## src/pkg/fcs_pkg.sv

```systemverilog
// Constants for the flash command and status sequencer (host side).
// Assumes a 20 MHz clock and a byte-wide parallel flash with asynchronous strobes.
package fcs_pkg;
   // Software register word addresses
   localparam logic [1:0]  REG_CTRL       = 2'h0;
   localparam logic [1:0]  REG_ADDR       = 2'h1;
   localparam logic [1:0]  REG_WDATA      = 2'h2;
   localparam logic [1:0]  REG_STATUS     = 2'h3;
   // Operation codes written to the control register
   localparam logic [2:0]  OP_READ        = 3'h0;
   localparam logic [2:0]  OP_PROG        = 3'h1;
   localparam logic [2:0]  OP_ID          = 3'h2;
   localparam logic [2:0]  OP_RSTCMD      = 3'h3;
   localparam logic [2:0]  OP_HWRST       = 3'h4;
   // Unlock cycles and command codes, kept configurable
   localparam logic [17:0] UNLOCK1_ADDR   = 18'h00555;
   localparam logic [17:0] UNLOCK2_ADDR   = 18'h002aa;
   localparam logic [7:0]  UNLOCK1_DATA   = 8'haa;
   localparam logic [7:0]  UNLOCK2_DATA   = 8'h55;
   localparam logic [7:0]  CMD_PROGRAM    = 8'ha0;
   localparam logic [7:0]  CMD_ID_READ    = 8'h90;
   localparam logic [7:0]  CMD_READ_RESET = 8'hf0;
   // Identification read offsets (low address byte)
   localparam logic [7:0]  ID_MFR_OFS     = 8'h00;
   localparam logic [7:0]  ID_DEV_OFS     = 8'h01;
   localparam logic [7:0]  ID_PROT_OFS    = 8'h02;
   // Status bit positions on the flash data bus
   localparam int          TOGGLE_BIT     = 6;
   localparam int          TIME_LIMIT_BIT = 5;
   localparam int          PROTECT_BIT    = 0;
   // Software status register fields
   localparam int          ST_BUSY        = 8;
   localparam int          ST_DONE        = 9;
   localparam int          ST_FAIL        = 10;
   localparam int          ST_READY       = 11;
   // Reset values of software registers
   localparam logic [17:0] ADDR_RST       = 18'h00000;
   localparam logic [7:0]  WDATA_RST      = 8'h00;
   // Timing
   localparam int          CLK_NS         = 50;
   localparam int          T_ACC_NS       = 120;
   localparam int          T_RST_LOW_NS   = 500;
   localparam int          T_RST_REC_NS   = 1500;
   localparam int          SYNC_CYC       = 2;
   localparam int          RD_CYC         = (T_ACC_NS + CLK_NS - 1) / CLK_NS + SYNC_CYC + 1;
   localparam int          RST_LOW_CYC    = (T_RST_LOW_NS + CLK_NS - 1) / CLK_NS;
   localparam int          RST_REC_CYC    = (T_RST_REC_NS + CLK_NS - 1) / CLK_NS;
endpackage

```

## src/design/fcs_host.sv

```systemverilog
// Host controller that drives a byte-wide parallel flash through its pins.
// Assumes software on an Avalon-MM slave port and a flash on the same board.
//
// Our own choices: the placing of the registers and register access over Avalon-MM.
module fcs_host #(
   parameter int POLL_MAX = 4000
) (
   input  wire logic        clk,
   input  wire logic        rst_n,
   input  wire logic [1:0]  avs_address,
   input  wire logic        avs_read,
   input  wire logic        avs_write,
   input  wire logic [31:0] avs_writedata,
   output logic      [31:0] avs_readdata,
   output logic             avs_waitrequest,
   output logic      [17:0] flash_addr,
   output logic      [7:0]  flash_dq_o,
   output logic             flash_dq_oe,
   input  wire logic [7:0]  flash_dq_i,
   output logic             flash_ce_n,
   output logic             flash_we_n,
   output logic             flash_oe_n,
   output logic             flash_reset_n,
   input  wire logic        flash_ready_busy_n
);
   if (POLL_MAX < 2 || POLL_MAX > 65535) begin : g_poll_max_chk
      $error("POLL_MAX out of range");
   end

   typedef enum logic [3:0] {
      S_IDLE, S_RST_LOW, S_RST_REC, S_WR_SET, S_WR_PULSE, S_WR_HOLD, S_WR_END,
      S_RD_WAIT, S_RD_GAP
   } fcs_fsm_t;

   typedef struct packed {
      fcs_fsm_t    st;
      logic [2:0]  op;
      logic [1:0]  step;
      logic [15:0] cnt;
      logic [15:0] polls;
      logic        polling;
      logic        first;
      logic [7:0]  prev;
      logic [17:0] addr_reg;
      logic [7:0]  wdata_reg;
      logic [7:0]  rdata;
      logic        done;
      logic        fail;
      logic [7:0]  dq_s1;
      logic [7:0]  dq_s2;
      logic        rb_s1;
      logic        rb_s2;
      logic [17:0] f_addr;
      logic [7:0]  f_dq;
      logic        f_dq_oe;
      logic        f_ce_n;
      logic        f_we_n;
      logic        f_oe_n;
      logic        f_rst_n;
      logic        waitreq;
      logic [31:0] bus_rdata;
   } fcs_state_t;

   fcs_state_t s_q;
   fcs_state_t s_d;

   // Address and data of one write cycle of a command sequence
   function automatic logic [25:0] seq_word(input logic [2:0] op, input logic [1:0] step,
                                            input logic [17:0] tgt, input logic [7:0] dat);
      logic [7:0] cmd;
      cmd = (op == fcs_pkg::OP_PROG) ? fcs_pkg::CMD_PROGRAM :
            (op == fcs_pkg::OP_ID)   ? fcs_pkg::CMD_ID_READ : fcs_pkg::CMD_READ_RESET;
      unique case (step)
         2'h0: seq_word = {fcs_pkg::UNLOCK1_ADDR, fcs_pkg::UNLOCK1_DATA};
         2'h1: seq_word = {fcs_pkg::UNLOCK2_ADDR, fcs_pkg::UNLOCK2_DATA};
         2'h2: seq_word = {fcs_pkg::UNLOCK1_ADDR, cmd};
         2'h3: seq_word = {tgt, dat};
      endcase
   endfunction

   // Next state: synchronisers, bus slave and pin sequencer
   always_comb begin
      s_d = s_q;
      s_d.dq_s1 = flash_dq_i;
      s_d.dq_s2 = s_q.dq_s1;
      s_d.rb_s1 = flash_ready_busy_n;
      s_d.rb_s2 = s_q.rb_s1;
      // One wait cycle per access; readdata is loaded as waitrequest drops
      s_d.waitreq = !((avs_read || avs_write) && s_q.waitreq);
      if (avs_read && s_q.waitreq) begin
         unique case (avs_address)
            fcs_pkg::REG_CTRL:   s_d.bus_rdata = {29'h0, s_q.op};
            fcs_pkg::REG_ADDR:   s_d.bus_rdata = {14'h0, s_q.addr_reg};
            fcs_pkg::REG_WDATA:  s_d.bus_rdata = {24'h0, s_q.wdata_reg};
            fcs_pkg::REG_STATUS: s_d.bus_rdata = {20'h0, s_q.rb_s2, s_q.fail, s_q.done,
                                                  s_q.st != S_IDLE, s_q.rdata};
         endcase
      end
      // Operands are frozen while an operation runs
      if (avs_write && !s_q.waitreq && s_q.st == S_IDLE) begin
         if (avs_address == fcs_pkg::REG_ADDR) s_d.addr_reg = avs_writedata[17:0];
         if (avs_address == fcs_pkg::REG_WDATA) s_d.wdata_reg = avs_writedata[7:0];
      end
      unique case (s_q.st)
         S_IDLE: begin
            if (avs_write && !s_q.waitreq && avs_address == fcs_pkg::REG_CTRL &&
                avs_writedata[2:0] <= fcs_pkg::OP_HWRST) begin
               s_d.op   = avs_writedata[2:0];
               s_d.step = 2'h0;
               s_d.done = 1'b0;
               s_d.fail = 1'b0;
               s_d.cnt  = 16'h0;
               if (avs_writedata[2:0] == fcs_pkg::OP_HWRST) begin
                  s_d.st      = S_RST_LOW;
                  s_d.f_rst_n = 1'b0;
               end else if (avs_writedata[2:0] == fcs_pkg::OP_READ) begin
                  s_d.st      = S_RD_WAIT;
                  s_d.polling = 1'b0;
                  s_d.f_addr  = s_q.addr_reg;
                  s_d.f_ce_n  = 1'b0;
                  s_d.f_oe_n  = 1'b0;
               end else begin
                  s_d.st = S_WR_SET;
               end
            end
         end
         S_RST_LOW: begin
            s_d.cnt = s_q.cnt + 16'h1;
            if (s_q.cnt == 16'(fcs_pkg::RST_LOW_CYC - 1)) begin
               s_d.f_rst_n = 1'b1;
               s_d.cnt     = 16'h0;
               s_d.st      = S_RST_REC;
            end
         end
         S_RST_REC: begin
            // No strobe until the flash can serve reads again
            s_d.cnt = s_q.cnt + 16'h1;
            if (s_q.cnt == 16'(fcs_pkg::RST_REC_CYC - 1)) begin
               s_d.st   = S_IDLE;
               s_d.done = 1'b1;
            end
         end
         S_WR_SET: begin
            {s_d.f_addr, s_d.f_dq} = seq_word(s_q.op, s_q.step, s_q.addr_reg, s_q.wdata_reg);
            s_d.f_dq_oe = 1'b1;
            s_d.f_ce_n  = 1'b0;
            s_d.st      = S_WR_PULSE;
         end
         S_WR_PULSE: begin
            s_d.f_we_n = 1'b0;
            s_d.st     = S_WR_HOLD;
         end
         S_WR_HOLD: begin
            // Data stays driven past the rising strobe edge
            s_d.f_we_n = 1'b1;
            s_d.st     = S_WR_END;
         end
         S_WR_END: begin
            s_d.f_ce_n  = 1'b1;
            s_d.f_dq_oe = 1'b0;
            if (s_q.step == ((s_q.op == fcs_pkg::OP_PROG) ? 2'h3 : 2'h2)) begin
               if (s_q.op == fcs_pkg::OP_RSTCMD) begin
                  s_d.st   = S_IDLE;
                  s_d.done = 1'b1;
               end else begin
                  // Program polls the target; ID reads the chosen offset
                  s_d.st      = S_RD_WAIT;
                  s_d.polling = (s_q.op == fcs_pkg::OP_PROG);
                  s_d.first   = 1'b1;
                  s_d.polls   = 16'h0;
                  s_d.cnt     = 16'h0;
                  s_d.f_addr  = s_q.addr_reg;
                  s_d.f_ce_n  = 1'b0;
                  s_d.f_oe_n  = 1'b0;
               end
            end else begin
               s_d.step = s_q.step + 2'h1;
               s_d.st   = S_WR_SET;
            end
         end
         S_RD_WAIT: begin
            s_d.cnt = s_q.cnt + 16'h1;
            if (s_q.cnt == 16'(fcs_pkg::RD_CYC - 1)) begin
               s_d.rdata  = s_q.dq_s2;
               s_d.f_ce_n = 1'b1;
               s_d.f_oe_n = 1'b1;
               s_d.st     = S_RD_GAP;
            end
         end
         S_RD_GAP: begin
            if (!s_q.polling) begin
               s_d.st   = S_IDLE;
               s_d.done = 1'b1;
            end else if (s_q.first ||
                         (s_q.rdata[fcs_pkg::TOGGLE_BIT] != s_q.prev[fcs_pkg::TOGGLE_BIT] &&
                          !s_q.rdata[fcs_pkg::TIME_LIMIT_BIT] &&
                          s_q.polls != 16'(POLL_MAX - 1))) begin
               // Still busy: read again so each strobe is a fresh one
               s_d.prev   = s_q.rdata;
               s_d.first  = 1'b0;
               s_d.polls  = s_q.polls + 16'h1;
               s_d.cnt    = 16'h0;
               s_d.st     = S_RD_WAIT;
               s_d.f_ce_n = 1'b0;
               s_d.f_oe_n = 1'b0;
            end else if (s_q.rdata[fcs_pkg::TOGGLE_BIT] == s_q.prev[fcs_pkg::TOGGLE_BIT] &&
                         s_q.rdata == s_q.wdata_reg) begin
               s_d.st   = S_IDLE;
               s_d.done = 1'b1;
            end else begin
               // Time limit, poll limit or bad verify: return flash to read mode
               s_d.fail = 1'b1;
               s_d.op   = fcs_pkg::OP_RSTCMD;
               s_d.step = 2'h0;
               s_d.st   = S_WR_SET;
            end
         end
      endcase
   end

   // Whole state in one register; pins idle and reset held released
   always_ff @(posedge clk or negedge rst_n) begin
      if (!rst_n) begin
         s_q           <= '0;
         s_q.st        <= S_RST_REC;
         s_q.addr_reg  <= fcs_pkg::ADDR_RST;
         s_q.wdata_reg <= fcs_pkg::WDATA_RST;
         s_q.f_ce_n    <= 1'b1;
         s_q.f_we_n    <= 1'b1;
         s_q.f_oe_n    <= 1'b1;
         s_q.f_rst_n   <= 1'b1;
         s_q.waitreq   <= 1'b1;
      end else begin
         s_q <= s_d;
      end
   end

   assign avs_readdata    = s_q.bus_rdata;
   assign avs_waitrequest = s_q.waitreq;
   assign flash_addr      = s_q.f_addr;
   assign flash_dq_o      = s_q.f_dq;
   assign flash_dq_oe     = s_q.f_dq_oe;
   assign flash_ce_n      = s_q.f_ce_n;
   assign flash_we_n      = s_q.f_we_n;
   assign flash_oe_n      = s_q.f_oe_n;
   assign flash_reset_n   = s_q.f_rst_n;
endmodule // fcs_host

```

## config.mk

```make
export PLATFORM = sky130hd
export DESIGN_NAME = fcs_host
export DESIGN_NICKNAME = d
export VERILOG_FILES = /design/src/pkg/fcs_pkg.sv /design/src/design/fcs_host.sv
export SDC_FILE = /design/constraint.sdc
export NUM_CORES = 1
export LEC_CHECK = 0
export BUFFER_PORTS_ARGS = -buffer_cell sky130_fd_sc_hd__buf_2
export CAP_MARGIN = 20
export CORE_ASPECT_RATIO = 1.2
export CORE_MARGIN = 5
export CORE_UTILIZATION = 60
export CTS_BUF_LIST = sky130_fd_sc_hd__clkbuf_4 sky130_fd_sc_hd__clkbuf_8
export DETAILED_ROUTE_END_ITERATION = 7
export PLACE_DENSITY = 0.9
export SLEW_MARGIN = 0
export SYNTH_ARGS = -nofsm -noshare
export SYNTH_HDL_FRONTEND = slang
export SYNTH_SLANG_ARGS = --single-unit
export TNS_END_PERCENT = 20
```

## constraint.sdc

```tcl
create_clock -name clk -period 5.6 [get_ports clk]
set_clock_uncertainty 0.2 [all_clocks]
set_input_delay 0.28 -clock clk [delete_from_list [all_inputs] [get_ports clk]]
set_output_delay 0.28 -clock clk [all_outputs]
set_load 0.03 [all_outputs]
```

==> qor.yml <==
clock_network:
  cts_root_buf: "clkbuf_8"
  cts_setup_buffers: 0
  cts.repair.resized: 0
  clk_path_buf_depth: 2
  cts_tree: "built"
  numCtsBuffers: 17
  cts_num_sinks: 148
  clk_pin_slew_ns: 0.09
  cts_max_level: 4
  clock_latency_ns: 0.46
global_route:
  grt_start_max_net_pins: 89
  grt_pass1_vias: 5843
  grt_pass1_wl_um: 29320
  grtUsageTotal: 0.2449
  grt-ovfl-total: 0
  antenna_found_initial: 0
detailed_routing:
  firstDrtPassIters: 5
  dr.first_iter.drc_count: 697
  drtAntennaViolNets: 0
  vias_per_cell: 6.037
  wl_per_cell_um: 18.60
  vias: 5705
  drt-total-wl_um: 17580
  drc: 0
place:
  dpl_cell_area_um2: 7515
  hpwl_um: 11740
  portBuffers: 82
  place_congestion: 0.8954
synth:
  async_flop_share: 1.000
  synth_top_area_share: 0.4791
  ys_seq_area_frac: 0.5003
  ys_types: 68
  synth-seq-cells: 148
  synth.avg_cell_area_um2: 10.46
  netlist_instances: 709
  synth_edf_count: 0
  synth_ff_type: "dfrtp_1"
  netlist_top_cells_count: "142 x dfrtp_1, 58 x buf_4, 56 x nand2_1"
  synth.most_common_cell: "dfrtp_1"
  yosysTopAreaCell: "dfrtp_1"
  synth_area_um2: 7417
  yosys_warnings: 0
  synth_area_leaders: "dfrtp_1 48%, mux2_2 6.7%, buf_4 5.9%, o21ai_0 3.0%, nand2_1 2.8%"
cells_and_area:
  stdcell_area_um2: 8227
  drive_gt1_frac: 0.2513
  areaGrowthSynthToFinish_pct: 10.91
  fillers: 864
  antennaDiodeCount: 0
  nets: 824
floorplanning:
  die_h_um: 131.8
  core_area_um2: 12110
  num_rows: 44
  start_util: 0.6124
  io_pins: 111
  die_area_um2: 14690
  die_w_um: 111.5
timing:
  max_freq_mhz: 333.9
  worst_pin_slew_ns: 0.9384
  hold_violations: 0
  maxSlewHeadroom: 0.3715
  setup_viol: 0
  min_period_over_period: 0.5348
  rsz0062_at_grt: "no"
  min_period_ns: 2.995
  fin_setup_tns_ns: 0
  drv_slew: 0
power_and_ir_drop:
  pwr_density_cell_nw_per_um2: 522.6
  p_leak_nw: 3.677
  vdd_drop_max_v: 0.0002603
setup_path:
  cpMaxStageDelayCell: "dfrtp_1"
  crit_buf_inv: 1
  cp.required_ns: 5.78
  critPathCaptureType: "register"
  reg2reg_slack_ns: 2.60
  path_class: "reg -> reg"
  path_cells: "inv_1 -> nor2_1 -> nand2_1 -> nor3_1 -> a21oi_1 -> a21oi_2"
  cp_max_fo: 15
  start_kind: "register"
  critical-path-top-delay-family: "simple AND/OR/NAND/NOR gates"
  worstPathArrival_ns: 3.18
  cp_slowest_stage_delay_ns: 0.67
worst_hold_path:
  hold_path.class: "in -> reg"
status:
  status: "finished clean"
job:
  cap_violations: 0
## per-layer routing
layer,vias up,routed length [um],global-route usage
met5,-,0,0
met4,0,568,0.1095
met3,50,1189,0.07025
met2,254,9199,0.4209
met1,2820,6623,0.2844
li1,2581,-,-
## kinds of logic (layout without fill, tap and decap cells)
| family | count (synthesis) | count (layout) | share of synthesized area |
|---|---|---|---|
| and+or+nand+nor | 217 | 217 | 0.1508 |
| AOI/OAI and AO/OA | 153 | 153 | 0.1366 |
| DFF | 148 | 148 | 0.5003 |
| buffers and inverters | 108 | 170 | 0.09042 |
| muxes | 50 | 50 | 0.08047 |
| xor gates and xnor gates | 26 | 26 | 0.03070 |
| adders and majority gates | 6 | 6 | 0.01012 |
| other | 1 | 14 | 0.0005056 |
## where the power goes
part	leakage (nW)	switching (W)	internal, W
sequential	1.87	0.000325	0.00139
combinational	1.61	0.00111	0.000629
clock	0.194	0.000437	0.000407
## per-stage QoR
stage | hold WS, ns | util | total power (W) | std cells | setup WS, ns
6_report | 0.1419 | 0.6792 | 0.004299 | 945 | 2.605
3_3_place_gp | 0.1348 | 0.6205 | 0.003303 | 882 | 2.676
2_1_floorplan | -0.2156 | - | 0.003132 | 722 | 3.378
5_1_grt | 0.1395 | 0.6792 | 0.004545 | 945 | 2.414
3_5_place_dp | 0.1358 | 0.6205 | 0.003400 | 882 | 2.609
4_1_cts | 0.1209 | 0.6786 | 0.004274 | 944 | 2.570
## state kept, by name, indices dropped and copies added, names as in the netlist
register / count
flash_we_n: 1
flash_ce_n: 1
s_q: 89
avs_readdata: 18
flash_oe_n: 1
flash_reset_n: 1
flash_addr: 18
flash_dq_oe: 1
avs_waitrequest: 1
s_d: 9
flash_dq_o: 8
## worst min-delay path, cell delays in order
cell	delay, ns
buf_2	0.21
a22oi_1	0.18
o21ai_0	0.09
## area by class of cell
class / instances / area [um2] / area share
clock buffer: 17 / 234.0 / 0.02844
clock inverter: 15 / 170.2 / 0.02068
inverter: 23 / 86.33 / 0.01049
multi-input combinational: 466 / 3084 / 0.3749
sequential: 148 / 3711 / 0.4511
tap: 161 / 201.4 / 0.02449
timing repair buffer: 115 / 739.5 / 0.08989
## timing repair
item,in CTS,in global routing
hold buffers,30,0
hold endpoints to repair,120,0
endpoints found under the setup margin,0,0
## worst paths after layout
path                                    end  depth (start not counted)            from
hold / removal              avs_readdata[4]                          3  avs_address[0]
setup reg to reg              flash_addr[9]                          6        s_q[165]
min in group asynchronous   avs_readdata[7]                          2           rst_n
setup / recovery              flash_addr[9]                          6        s_q[165]
max in group asynchronous  avs_readdata[11]                          3           rst_n
hold reg to reg                     s_q[66]                          0         s_d[66]
## layout by cell type (no fill, tap or decap), drive strengths merged, types with 7 or more instances in the layout
master	n
inv	30
nor4	15
xnor2	21
conb	14
mux2	44
clkbuf	17
nor3	14
nor2	52
nand4	10
buf	85
and3	12
a31oi	12
nand2	56
dlygate4sd3	30
nand3	23
o21ai	48
o21a	7
a21oi	39
a22o	9
dfrtp	142
or3	8
No activity file was read; power rests on OpenSTA's default activity.
